--- src/rsp_pkg.sv ---
// Constants and types shared by the return stack and fast context pipeline.
// How it works
// - Stack index is bits 4..0, writable, resets zero.
// - Bit 7 shows stack full or overflowed.
// - Bit 6 shows a stack underflow occurred.
// - Flags cleared only by software or power-on.
// - Overflow reset enabled: set flag, then reset.
// - Overflow reset disabled: set flag, no reset.
// - Hidden one-deep shadows for status, working, bank.
// - Interrupt vectoring loads all three shadows.
// - Fast interrupt return restores from shadows.
// - High priority entry overwrites low priority shadows.
// - Fast call saves, fast return restores shadows.
// - Adding working register to pc_low_byte jumps bytes.
// - Table access uses byte pointer and data latch.
// - Core clock divided into four phases per cycle.
// - PC increments in phase_one; fetch latched phase_four.
// - Fetch of next overlaps execute of current.
// - PC-changing instructions flush fetch, take two cycles.
// - Operand read phase_two, result written phase_four.
// - Push increments then writes; pop reads then decrements.
// - Full flag set after 31 unpopped pushes.
// - Reset disabled: extra pushes keep index 31, no overwrite.
// - Empty pop returns zero, sets underflow, index stays zero.
package rsp_pkg;
  localparam logic [11:0] RSP_STACK_CTRL_ADDR = 12'h000;
  localparam logic [11:0] RSP_TABLE_PTR_ADDR = 12'h004;
  localparam logic [11:0] RSP_TABLE_LATCH_ADDR = 12'h008;
  localparam logic [11:0] RSP_CONFIG_ADDR = 12'h00c;
  localparam logic [11:0] RSP_PC_ADDR = 12'h010;
  localparam int RSP_FULL_BIT = 7;
  localparam int RSP_UNF_BIT = 6;
  localparam int RSP_INDEX_MSB = 4;
  localparam logic [4:0] RSP_INDEX_RESET = 5'h00;
  localparam logic [4:0] RSP_INDEX_MAX = 5'h1f;
  localparam logic [7:0] RSP_CTRL_RESET = 8'h00;
  localparam logic RSP_OVF_RESET_DEFAULT = 1'b1;
  localparam int RSP_PHASES = 4;
  localparam int RSP_PC_W = 21;
  localparam logic [20:0] RSP_PC_STEP = 21'h000002;
  localparam logic [20:0] RSP_PC_RESET = 21'h000000;
  typedef enum logic [3:0] {
    RSP_PH_ONE = 4'b0001,
    RSP_PH_TWO = 4'b0010,
    RSP_PH_THREE = 4'b0100,
    RSP_PH_FOUR = 4'b1000
  } rsp_phase_type;
  typedef enum logic [2:0] {
    RSP_OP_NONE = 3'h0,
    RSP_OP_CALL = 3'h1,
    RSP_OP_RETURN = 3'h2,
    RSP_OP_RETURN_FROM_INTERRUPT = 3'h3,
    RSP_OP_GOTO = 3'h4,
    RSP_OP_ADD_PCL = 3'h5,
    RSP_OP_SEQ = 3'h6
  } rsp_op_type;
endpackage

--- src/rsp_phase_if.sv ---
// Phase strobes shared between the phase generator and the core logic.
`timescale 1ns/1ps
interface rsp_phase_if;
  logic ph_one;
  logic ph_two;
  logic ph_three;
  logic ph_four;
  modport gen(output ph_one, output ph_two, output ph_three, output ph_four);
  modport use_p(input ph_one, input ph_two, input ph_three, input ph_four);
endinterface

--- src/rsp_phase_gen.sv ---
// Divide-by-four phase generator producing one-cycle phase strobes.
`timescale 1ns/1ps
module rsp_phase_gen (
  // Clock and reset.
  input wire logic clk_in,
  input wire logic rst_in,
  // Phase strobes.
  rsp_phase_if.gen ph
);
  import rsp_pkg::*;
  rsp_phase_type phase_q;
  always_ff @(posedge clk_in) begin
    if (rst_in) begin
      phase_q <= RSP_PH_ONE;
    end else begin
      case (phase_q)
        RSP_PH_ONE: phase_q <= RSP_PH_TWO;
        RSP_PH_TWO: phase_q <= RSP_PH_THREE;
        RSP_PH_THREE: phase_q <= RSP_PH_FOUR;
        RSP_PH_FOUR: phase_q <= RSP_PH_ONE;
        default: phase_q <= RSP_PH_ONE;
      endcase
    end
  end
  assign ph.ph_one = phase_q[0];
  assign ph.ph_two = phase_q[1];
  assign ph.ph_three = phase_q[2];
  assign ph.ph_four = phase_q[3];
  AST_PHASE_ONEHOT: assert property (@(posedge clk_in) disable iff (rst_in)
    $onehot(phase_q)) else $error("phase not one-hot");
  // The sampled reset term skips the edge at which reset is released.
  AST_PHASE_ORDER: assert property (@(posedge clk_in) disable iff (rst_in)
    phase_q[0] && !rst_in |=> phase_q[1] ##1 phase_q[2] ##1 phase_q[3])
    else $error("phase sequence broken");
endmodule

--- src/rsp_core.sv ---
// Return stack, fast shadow registers, table access and fetch/execute pipeline.
//
// Decided for this implementation: the APB interface to the registers and the register offsets.
`timescale 1ns/1ps
module rsp_core (
  // Clock and power-on reset.
  input wire logic clk_in,
  input wire logic rst_in,
  // APB slave.
  input wire logic psel_in,
  input wire logic penable_in,
  input wire logic pwrite_in,
  input wire logic [11:0] paddr_in,
  input wire logic [31:0] pwdata_in,
  output logic [31:0] prdata_out,
  output logic pready_out,
  output logic pslverr_out,
  // Program memory fetch and table access.
  output logic [20:0] fetch_addr_out,
  input wire logic [15:0] fetch_word_in,
  output logic [15:0] instr_reg_out,
  output logic table_read_out,
  input wire logic [7:0] table_byte_in,
  // Executed operation from the decoder.
  input wire rsp_pkg::rsp_op_type exec_op_in,
  input wire logic exec_fast_in,
  input wire logic [20:0] branch_target_in,
  // Interrupt vectoring.
  input wire logic irq_vector_in,
  input wire logic [20:0] irq_vector_addr_in,
  // Live context registers and data memory.
  input wire logic [7:0] status_in,
  input wire logic [7:0] working_register_in,
  input wire logic [3:0] bank_select_register_in,
  output logic restore_out,
  output logic [7:0] status_restore_out,
  output logic [7:0] working_register_restore_out,
  output logic [3:0] bank_select_register_restore_out,
  output logic operand_read_out,
  output logic result_write_out,
  // Device reset request.
  output logic device_reset_out,
  // Phase strobes.
  output logic phase_one_out,
  output logic phase_four_out
);
  import rsp_pkg::*;
  rsp_phase_if ph();
  rsp_phase_gen u_phase (
    .clk_in(clk_in),
    .rst_in(rst_in),
    .ph(ph.gen)
  );

  logic [4:0] index_q;
  logic full_q;
  logic unf_q;
  logic [20:0] stack_q [1:31];
  logic [20:0] pc_q;
  logic [15:0] ir_q;
  logic flush_q;
  logic [7:0] sh_status_q;
  logic [7:0] sh_working_q;
  logic [3:0] sh_bank_q;
  logic [21:0] tbl_ptr_q;
  logic [7:0] tbl_latch_q;
  logic ovf_reset_en_q;
  logic dev_reset_q;
  logic restore_q;
  logic table_rd_q;
  logic [7:0] ctrl_rd;

  // Stack events evaluated at phase_four of the execute cycle.
  logic exe;
  logic do_push;
  logic do_pop;
  logic push_full;
  logic pop_empty;
  logic pc_change;
  assign exe = ph.ph_four && !flush_q;
  assign do_push = (exe && exec_op_in == RSP_OP_CALL) || irq_vector_in && ph.ph_four;
  assign do_pop = exe && (exec_op_in == RSP_OP_RETURN || exec_op_in == RSP_OP_RETURN_FROM_INTERRUPT);
  assign push_full = do_push && index_q >= RSP_INDEX_MAX - 5'h01;
  assign pop_empty = do_pop && index_q == RSP_INDEX_RESET;
  assign pc_change = do_push || do_pop ||
    (exe && (exec_op_in == RSP_OP_GOTO || exec_op_in == RSP_OP_ADD_PCL));

  // APB access: zero-wait, single-cycle access phase.
  logic wr;
  logic rd;
  assign wr = psel_in && penable_in && pwrite_in;
  assign rd = psel_in && !pwrite_in;
  assign pready_out = 1'b1;
  assign pslverr_out = 1'b0;
  assign ctrl_rd = {full_q, unf_q, 1'b0, index_q};

  always_ff @(posedge clk_in) begin
    if (rst_in) begin
      prdata_out <= 32'h00000000;
    end else if (rd) begin
      case (paddr_in)
        RSP_STACK_CTRL_ADDR: prdata_out <= {24'h000000, ctrl_rd};
        RSP_TABLE_PTR_ADDR: prdata_out <= {10'h000, tbl_ptr_q};
        RSP_TABLE_LATCH_ADDR: prdata_out <= {24'h000000, tbl_latch_q};
        RSP_CONFIG_ADDR: prdata_out <= {31'h00000000, ovf_reset_en_q};
        RSP_PC_ADDR: prdata_out <= {11'h000, pc_q};
        default: prdata_out <= 32'h00000000;
      endcase
    end
  end

  always_ff @(posedge clk_in) begin
    if (rst_in) begin
      ovf_reset_en_q <= RSP_OVF_RESET_DEFAULT;
    end else if (wr && paddr_in == RSP_CONFIG_ADDR) begin
      ovf_reset_en_q <= pwdata_in[0];
    end
  end

  // Stack index: software write loses to a same-cycle stack operation.
  always_ff @(posedge clk_in) begin
    if (rst_in || dev_reset_q) begin
      index_q <= RSP_INDEX_RESET;
    end else if (push_full && ovf_reset_en_q) begin
      index_q <= RSP_INDEX_RESET;
    end else if (do_push) begin
      if (index_q != RSP_INDEX_MAX) begin
        index_q <= index_q + 5'h01;
      end
    end else if (do_pop) begin
      if (index_q != RSP_INDEX_RESET) begin
        index_q <= index_q - 5'h01;
      end
    end else if (wr && paddr_in == RSP_STACK_CTRL_ADDR) begin
      index_q <= pwdata_in[RSP_INDEX_MSB:0];
    end
  end

  // Flags survive device reset; only power-on or a software zero clears them.
  always_ff @(posedge clk_in) begin
    if (rst_in) begin
      full_q <= 1'b0;
      unf_q <= 1'b0;
    end else begin
      if (push_full) begin
        full_q <= 1'b1;
      end else if (wr && paddr_in == RSP_STACK_CTRL_ADDR && !pwdata_in[RSP_FULL_BIT]) begin
        full_q <= 1'b0;
      end
      if (pop_empty) begin
        unf_q <= 1'b1;
      end else if (wr && paddr_in == RSP_STACK_CTRL_ADDR && !pwdata_in[RSP_UNF_BIT]) begin
        unf_q <= 1'b0;
      end
    end
  end

  // Device reset is raised at the same edge as the flag is set.
  always_ff @(posedge clk_in) begin
    if (rst_in) begin
      dev_reset_q <= 1'b0;
    end else begin
      dev_reset_q <= ovf_reset_en_q && (push_full || pop_empty);
    end
  end
  assign device_reset_out = dev_reset_q;

  // Return address storage; entry 31 is never overwritten once full.
  always_ff @(posedge clk_in) begin
    if (do_push && index_q != RSP_INDEX_MAX) begin
      stack_q[index_q + 5'h01] <= pc_q;
    end
  end

  // Program counter and fetch pipeline.
  always_ff @(posedge clk_in) begin
    if (rst_in || dev_reset_q) begin
      pc_q <= RSP_PC_RESET;
      ir_q <= 16'h0000;
      flush_q <= 1'b1;
    end else begin
      if (ph.ph_one) begin
        pc_q <= pc_q + RSP_PC_STEP;
      end
      if (ph.ph_four) begin
        ir_q <= fetch_word_in;
        flush_q <= pc_change;
        if (irq_vector_in) begin
          pc_q <= irq_vector_addr_in;
        end else if (do_pop) begin
          pc_q <= pop_empty ? RSP_PC_RESET : stack_q[index_q];
        end else if (exe && (exec_op_in == RSP_OP_CALL || exec_op_in == RSP_OP_GOTO)) begin
          pc_q <= branch_target_in;
        end else if (exe && exec_op_in == RSP_OP_ADD_PCL) begin
          pc_q <= {pc_q[20:8], pc_q[7:0] + working_register_in} & ~21'h000001;
        end
      end
    end
  end
  assign fetch_addr_out = pc_q;
  assign instr_reg_out = ir_q;

  // Fast shadow registers, invisible to software.
  always_ff @(posedge clk_in) begin
    if (rst_in) begin
      sh_status_q <= 8'h00;
      sh_working_q <= 8'h00;
      sh_bank_q <= 4'h0;
    end else if ((irq_vector_in && ph.ph_four) ||
        (exe && exec_op_in == RSP_OP_CALL && exec_fast_in)) begin
      sh_status_q <= status_in;
      sh_working_q <= working_register_in;
      sh_bank_q <= bank_select_register_in;
    end
  end

  always_ff @(posedge clk_in) begin
    if (rst_in) begin
      restore_q <= 1'b0;
    end else begin
      restore_q <= do_pop && exec_fast_in;
    end
  end
  assign restore_out = restore_q;
  assign status_restore_out = sh_status_q;
  assign working_register_restore_out = sh_working_q;
  assign bank_select_register_restore_out = sh_bank_q;

  // Table access: one byte per read into the latch.
  always_ff @(posedge clk_in) begin
    if (rst_in) begin
      tbl_ptr_q <= 22'h000000;
      tbl_latch_q <= 8'h00;
      table_rd_q <= 1'b0;
    end else begin
      table_rd_q <= rd && penable_in && paddr_in == RSP_TABLE_LATCH_ADDR;
      if (table_rd_q) begin
        tbl_latch_q <= table_byte_in;
        tbl_ptr_q <= tbl_ptr_q + 22'h000001;
      end else if (wr && paddr_in == RSP_TABLE_PTR_ADDR) begin
        tbl_ptr_q <= pwdata_in[21:0];
      end else if (wr && paddr_in == RSP_TABLE_LATCH_ADDR) begin
        tbl_latch_q <= pwdata_in[7:0];
      end
    end
  end
  assign table_read_out = table_rd_q;

  // Data memory strobes during non-flushed execute cycles.
  assign operand_read_out = ph.ph_two && !flush_q;
  assign result_write_out = ph.ph_four && !flush_q;
  assign phase_one_out = ph.ph_one;
  assign phase_four_out = ph.ph_four;

  AST_FULL_SETS: assert property (@(posedge clk_in) disable iff (rst_in)
    push_full |=> full_q) else $error("full flag not set");
  AST_UNF_SETS: assert property (@(posedge clk_in) disable iff (rst_in)
    pop_empty |=> unf_q && index_q == 5'h00) else $error("underflow not flagged");
  AST_STICKY: assert property (@(posedge clk_in) disable iff (rst_in)
    full_q && !(wr && paddr_in == RSP_STACK_CTRL_ADDR) |=> full_q)
    else $error("full flag cleared by hardware");
  AST_OVF_RESET: assert property (@(posedge clk_in) disable iff (rst_in)
    ovf_reset_en_q && pop_empty |=> device_reset_out) else $error("no reset");
  AST_NO_RESET: assert property (@(posedge clk_in) disable iff (rst_in)
    !ovf_reset_en_q |=> !device_reset_out) else $error("spurious reset");
  AST_INDEX_HOLD: assert property (@(posedge clk_in) disable iff (rst_in)
    !ovf_reset_en_q && do_push && index_q == 5'h1f |=> index_q == 5'h1f)
    else $error("index moved past 31");
  AST_BIT5_ZERO: assert property (@(posedge clk_in) disable iff (rst_in)
    rd && penable_in && paddr_in == RSP_STACK_CTRL_ADDR |=> !prdata_out[5])
    else $error("bit 5 not zero");
  AST_SHADOW_LOAD: assert property (@(posedge clk_in) disable iff (rst_in)
    irq_vector_in && ph.ph_four |=> sh_working_q == $past(working_register_in))
    else $error("shadow not loaded");
  // Sampled reset terms skip the edge at which a power-on or device reset ends.
  AST_PC_STEP: assert property (@(posedge clk_in) disable iff (rst_in || dev_reset_q)
    ph.ph_one && !rst_in && !dev_reset_q |=> pc_q == $past(pc_q) + 21'h000002)
    else $error("pc not stepped");
  AST_FLUSH: assert property (@(posedge clk_in) disable iff (rst_in || dev_reset_q)
    pc_change |=> flush_q [*4]) else $error("no flush after branch");
  AST_UNF_STICKY: assert property (@(posedge clk_in) disable iff (rst_in)
    unf_q && !(wr && paddr_in == RSP_STACK_CTRL_ADDR) |=> unf_q)
    else $error("underflow flag cleared by hardware");
  AST_PUSH_INDEX: assert property (@(posedge clk_in) disable iff (rst_in)
    do_push && !push_full && !dev_reset_q |=> index_q == $past(index_q) + 5'h01)
    else $error("push did not advance index");
  AST_POP_INDEX: assert property (@(posedge clk_in) disable iff (rst_in)
    do_pop && !do_push && !pop_empty && !dev_reset_q |=> index_q == $past(index_q) - 5'h01)
    else $error("pop did not retreat index");
  AST_ENTRY31_KEPT: assert property (@(posedge clk_in) disable iff (rst_in)
    do_push && index_q == RSP_INDEX_MAX |=> $stable(stack_q[31]))
    else $error("entry 31 overwritten");
  AST_IR_LOAD: assert property (@(posedge clk_in) disable iff (rst_in)
    ph.ph_four |=> ir_q == $past(fetch_word_in))
    else $error("instruction not latched");
endmodule

--- config.mk ---
export PLATFORM = sky130hd
export DESIGN_NAME = rsp_core
export DESIGN_NICKNAME = d
export VERILOG_FILES = /design/src/rsp_pkg.sv /design/src/rsp_phase_if.sv /design/src/rsp_phase_gen.sv /design/src/rsp_core.sv
export SDC_FILE = /design/constraint.sdc
export NUM_CORES = 1
export LEC_CHECK = 0
export BUFFER_PORTS_ARGS = -buffer_cell sky130_fd_sc_hd__buf_2
export CORE_AREA = 2 2 204 407
export CTS_BUF_LIST = sky130_fd_sc_hd__clkbuf_8 sky130_fd_sc_hd__clkbuf_16
export DETAILED_ROUTE_END_ITERATION = 10
export DIE_AREA = 0 0 206 409
export PLACE_DENSITY = 0.61
export RECOVER_POWER = 50
export SYNTH_ARGS = -nofsm -noshare
export SYNTH_HDL_FRONTEND = slang
export SYNTH_SLANG_ARGS = --single-unit
--- constraint.sdc ---
create_clock -name clk_in -period 3.2 [get_ports clk_in]
set_input_delay 0.16 -clock clk_in [delete_from_list [all_inputs] [get_ports clk_in]]
set_output_delay 0.16 -clock clk_in [all_outputs]
set_load 0.1 [all_outputs]
# Yosys cells after proc, flatten, opt, wreduce, memory -nomap -nowiden
# Memory sizes are Yosys's and may differ from the RTL's. A register that Yosys moved wholly into a read port is not among the register bits.
# Index checks and enable logic that the tools add are counted.
dict set report word_totals {
  in_bits 140
  romBits 0
  register_bits 135
  memories 1
  output_inout_bits 98
  latchBits 0
  mem_bits_rw 651
  word_cells 119
}
# memory words width read_ports rd_clocked_by_memory_dff wr line
set mem_list {}
lappend mem_list {stack_q 31 21 1 1 1 rsp_core.sv:58} ;# logic [20:0] stack_q [1:31];
dict set report op_classes {
  eq_ne 17
  add_sub_neg 5
  mul 0
  div 0
  bitwise_logic 0
  n_reduce_logical 50
  magnitude_cmp 1
  shifts 0
  mux 27
}
# operator n
set op_table {}
lappend op_table {{two-way mux 21 bit} 7}
lappend op_table {{case mux 22 bit (5 select lines)} 1}
lappend op_table {{two-way mux 22 bit} 2}
lappend op_table {{two-way mux 5 bit} 7}
lappend op_table {{logical AND 1 bit} 26}
lappend op_table {{== test 12 x 4 -> 1 bit, second input constant} 2}
lappend op_table {{two-way mux 8 bit} 3}
lappend op_table {{adder 22 x 1 -> 22 bit, second input constant} 1}
lappend op_table {{adder 21 x 2 -> 21 bit, second input constant} 1}
lappend op_table {{== test 12 x 3 -> 1 bit, second input constant} 1}
lappend op_table {{== test 12 x 5 -> 1 bit, second input constant} 1}
lappend op_table {{zero test 12 bit} 1}
lappend op_table {{case mux 4 bit (3 select lines)} 1}
lappend op_table {{!= test 5 bit, second input constant} 2}
lappend op_table {{logical OR 1 bit} 9}
lappend op_table {{adder 8 bit} 1}
lappend op_table {{nonzero test 2 bit} 4}
lappend op_table {{== test 3 x 2 -> 1 bit, second input constant} 2}
lappend op_table {{== test 3 bit, second input constant} 2}
lappend op_table {{two-way mux 1 bit} 6}
lappend op_table {{adder 5 x 1 -> 5 bit, second input constant} 1}
lappend op_table {{>= comparator 5 bit, second input constant} 1}
lappend op_table {{zero test 5 bit} 1}
lappend op_table {{nonzero test 5 bit} 1}
lappend op_table {{13 further kinds} 16}

# Logic depth before layout (Yosys ltp)
dict set report logic_depth {
  depth_word 8
  ltp_mapped 11
  mapped_depth_nobuf 8
}

# By module
# A second synthesis with hierarchy kept.
dict set report hier_totals {
  hier_cells 2105
  hier_area_um2 32247.2
}
# mod area_each_um2 n_inst seq_area_each_um2 cells_each
set by_module_without_submodules {}
lappend by_module_without_submodules {rsp_core 32104.5 1 22071.2 2093}
lappend by_module_without_submodules {rsp_phase_gen 142.6 1 80.1 12}

# Least setup slack after synthesis
# OpenSTA, ideal clock, no wires.
dict set report synth_timing {
  kind {register to register}
  from {reg u_phase.phase_q[3]}
  to {reg with a tool-made name}
  path_buffers 1
  path_slack_ps -643
  arrival_time_ps 3745
  stages_incl_launch_ff 8
  setup_ps 97
  required_ps 3103
  period_less_slack_ps 3843
  path_cell_list {dfxtp_1 -> nor2b_1 -> and3b_1 -> clkbuf_1 -> nor2_1 -> a211oi_1 -> a21oi_1 -> a211oi_1}
}
# element line
set synth_rtl {}
lappend synth_rtl {{from (decl)} rsp_phase_gen.sv:11} ;# rsp_phase_type phase_q;
lappend synth_rtl {{from (signal assigned)} rsp_phase_gen.sv:14} ;# phase_q <= RSP_PH_ONE;
lappend synth_rtl {{from (signal assigned)} rsp_phase_gen.sv:17} ;# RSP_PH_ONE: phase_q <= RSP_PH_TWO;
lappend synth_rtl {{from (signal assigned)} rsp_phase_gen.sv:18} ;# RSP_PH_TWO: phase_q <= RSP_PH_THREE;

# Worst setup path in the final report
dict set report layout_timing {
  from {reg pc_q[6] (netlist: fetch_addr_out[6])}
  to {reg pc_q[13] (netlist: fetch_addr_out[13])}
}
dict set report layout_via {
  elab_chain_cells 7
}
# element line
set layout_lines {}
lappend layout_lines {{from (decl)} rsp_core.sv:59} ;# logic [20:0] pc_q;
lappend layout_lines {{from (signal assigned)} rsp_core.sv:183} ;# pc_q <= pc_q + RSP_PC_STEP;
lappend layout_lines {{from (signal assigned)} rsp_core.sv:189} ;# pc_q <= irq_vector_addr_in;
lappend layout_lines {{from (signal assigned)} rsp_core.sv:191} ;# pc_q <= pop_empty ? RSP_PC_RESET : stack_q[index_q];
lappend layout_lines {{adder 21 x 2 -> 21 bit (*)} rsp_core.sv:183}
lappend layout_lines {{two-way mux 21 bit (*)} rsp_core.sv:182} ;# if (ph.ph_one) begin
lappend layout_lines {{two-way mux 21 bit} rsp_core.sv:194} ;# end else if (exe && exec_op_in == RSP_OP_ADD_PCL) begin
lappend layout_lines {{two-way mux 21 bit} rsp_core.sv:192} ;# end else if (exe && (exec_op_in == RSP_OP_CALL || exec_op_in == RSP_OP_GOTO)) begin
lappend layout_lines {{two-way mux 21 bit} rsp_core.sv:190} ;# end else if (do_pop) begin
lappend layout_lines {{two-way mux 21 bit} rsp_core.sv:188} ;# if (irq_vector_in) begin
lappend layout_lines {{two-way mux 21 bit (*)} rsp_core.sv:185} ;# if (ph.ph_four) begin
# Mark *: on every way between the ends. The rest lies on a longest branch, timed or not. The select of a mux whose other input is x is not followed.
# A chain may end at the register's enable or synchronous reset.

==> impl_metrics.yaml <==
outcome:
  status: "completed"
placed_design:
  gp_congestion: 0.902
  placed_area_sq_mm: 0.0355
  portBuffers: 215
  place_hpwl_microns: 65500
sta:
  rsz0062_at_grt: "no"
  timing.fmax_mhz: 354
  fin_tns_setup_ns: 0
  period_share: 0.884
  hold_viol_final: 0
  skew_ns: 0.0155
  fin_hold_ws_ns: 0.0161
  worst_slew_pin_slew_ns: 1.32
  period_minus_slack_ns: 2.83
  slew_violations: 0
  slew_headroom: 0.120
  finalSetupViolations: 0
layout:
  drive_above_1_share: 0.230
  syn_to_final_growth_pct: 18.5
  design_area_sq_mm: 0.0382
  nets: 2581
grt:
  grt_pass1_wl_microns: 137000
  grt_util_met1: 0.239
  grt_pass1_vias: 21100
  gr-usage-met3: 0.0222
  grt_overflow_total: 0
  antenna_found_initial: 2
  grt.busiest_layer: "met2"
  use_met2: 0.424
  grtUsageTotal: 0.224
  grt_max_degree: 43
yosys:
  syn-mean-instance-area_sq_um: 15.8
  netlist_area_sq_mm: 0.0323
  synth.area.top_cells: "edfxtp_1 61%, mux4_2 9.4%, dfxtp_1 8.1%"
  synth_cell_type_count: 79
  synth_warnings: 0
  synth-seq-area-share: 0.687
  synthArstFlopShare: 0
  synthFlopType: "edfxtp_1"
  synthTopCellsByCount: "651 x edfxtp_1, 143 x nor2_1, 141 x nand2_1"
  netlist_instances: 2045
  synth_edf_count: 651
  ys_ff_latch: 781
  synth.most_common_cell: "edfxtp_1"
  yosysTopAreaCellShare: 0.606
  synth_area_leader_cell: "edfxtp_1"
cts:
  clk_latency_ns: 0.63
  clock_sinks: 781
  cts_root_buf: "clkbuf_16"
  cts_setup_buffers: 0
  cts_inserted_buffers: 59
  cts_resized: 0
  cts_htree_levels: 2
  cts_buffer_depth: 3
  cts_tree: "built"
  clkTransAtPathRegs_ns: 0.08
floorplan:
  start_util: 0.398
  die_area_sq_mm: 0.0843
  die_x_microns: 206
  fp-row-count: 148
  die_h_microns: 409
  core_sq_mm: 0.0811
  io_pins: 238
worst_setup_path:
  crit_arrival_ns: 3.30
  rr_startpoint: "fetch_addr_out[6]"
  endpoint: "fetch_addr_out[13]"
  start_kind: "flip-flop"
  criticalPathCategory: "flip-flop to flip-flop"
  path_cells: "clkbuf_1 -> and4_1 -> nand4_1 -> nor2_1 -> xor2_1 -> a222oi_1 -> o22ai_1"
  path_depth: 7
  crit_required_ns: 3.67
  crit_fanout: 18
  worst_path_dominant_cell_family: "simple AND/OR/NAND/NOR gates"
  startpoint: "fetch_addr_out[6]"
  slowest_stage: "clkbuf_1"
  reg2reg_to: "fetch_addr_out[13]"
  r2r_cells: 7
  cp_num_buf_inv: 1
  reg2reg_setup_slack_ns: 0.37
  endpoint_kind: "flip-flop"
  cp_slowest_stage_delay_ns: 0.87
pwr:
  total_power_mw: 19.7
  cellPowerDensity_mw_per_mm2: 517
  peakVddDrop_mv: 0.427
  p_leak_nw: 12.3
route:
  ant_nets: 0
  first_pass_iters: 10
  wl_per_cell_microns: 26.7
  wl_microns: 94300
  initialDrtViolationCount: 1729
  remaining_drc_errors: 0
  viasPerCell: 5.72
  vias: 20200
flow_run:
  cap_violations: 0
hold_path:
  hold_class: "primary input to flip-flop"
  min_path_cells: 2
[power by group]
group	total (mW)	internal [mW]	leakage, nW	switching (mW)
clock network	7.70	4.15	0.999	3.55
registers	11.1	11.0	6.91	0.0690
logic	0.984	0.290	4.36	0.694
total	19.7	15.4	12.3	4.31
[routing by layer]
metal,up-vias,part of all wire,wire (microns)
met1,10300,0.34,32300
met4,0,0.062,5800
li1,8839,-,-
met2,814,0.55,51800
met3,217,0.046,4350
met5,-,0,0
[cells in the final DEF (no fill, tap or decap), drive strengths merged, types with 13 or more instances in the layout]
master,count
edfxtp,651
buf,279
nor2,143
nand2,141
clkbuf,138
mux4,137
dfxtp,130
mux2i,107
a21oi,103
dlygate4sd3,88
nand3,56
o21ai,45
nor3,32
a211oi,30
a221oi,29
clkinv,27
inv,24
a22oi,22
mux2,21
nand4,18
and3,17
xnor2,17
ha,14
o211ai,13
a31oi,13
[stage by stage]
step | utilization | std cells | setup slack (ns)
CTS | 0.473 | 3524 | 0.351
floorplan | - | 2055 | -0.0776
global route | 0.471 | 3525 | 0.252
finish | 0.471 | 3525 | 0.373
detailed placement | 0.438 | 3327 | 0.377
global placement | 0.438 | 3327 | 0.408
[what timing repair did]
| item | 4_1_cts | 5_1_grt |
|---|---|---|
| hold buffers | 88 | 0 |
| endpoints found under the hold margin | 87 | 0 |
| endpoints found under the setup margin | 0 | 0 |
[kinds of logic (layout without fill, tap and decap cells)]
group / count (synthesis) / in the layout / synth area share
buffers and inverters: 149 / 568 / 0.0248
XOR/XNOR: 25 / 25 / 0.00679
AO/OA/AOI/OAI: 331 / 331 / 0.0689
multiplexers: 265 / 265 / 0.136
adder cells (fa/ha/maj): 16 / 16 / 0.00636
other: 2 / 13 / 0.000233
flip-flops: 781 / 781 / 0.687
AND/OR/NAND/NOR: 476 / 476 / 0.0697
[state kept, by name (all words and copies together) (netlist names), 5 cells and up, named ones only]
signal                        cells
stack_q                         651
prdata_out                       22
tbl_ptr_q                        22
fetch_addr_out                   21
instr_reg_out                    16
status_restore_out                8
tbl_latch_q                       8
working_register_restore_out      8
index_q                           5
[cell type report]
cell class | count | area, sq um
fillers | 7082 | 42900
flip-flops and latches | 781 | 22200
multi-input cells | 1125 | 9420
repair buffers | 442 | 3270
clock buffers | 63 | 1550
well taps | 1050 | 1310
clock inverters | 46 | 425
inverters | 17 | 63.8
diodes | 1 | 2.50
[worst reg2reg max path, delay by kind of cell, from the launching register on]
family                 cells  cell delay, ns
AO/OA/AOI/OAI              2            0.49
AND/OR/NAND/NOR            3            0.88
buffers and inverters      1            0.87
flip-flops                 1            0.33
XOR/XNOR                   1            0.09
[worst min path at each step]
stage	start	end	slack, ns
global route	psel_in	prdata_out[0]	0.04
global placement	pwrite_in	table_read_out	0.38
detailed placement	pwrite_in	table_read_out	0.38
finish	rst_in	prdata_out[5]	0.02
CTS	rst_in	prdata_out[5]	0.0007
floorplan	pwrite_in	table_read_out	0.24
Note: power is estimated with default switching activity, not from simulation.
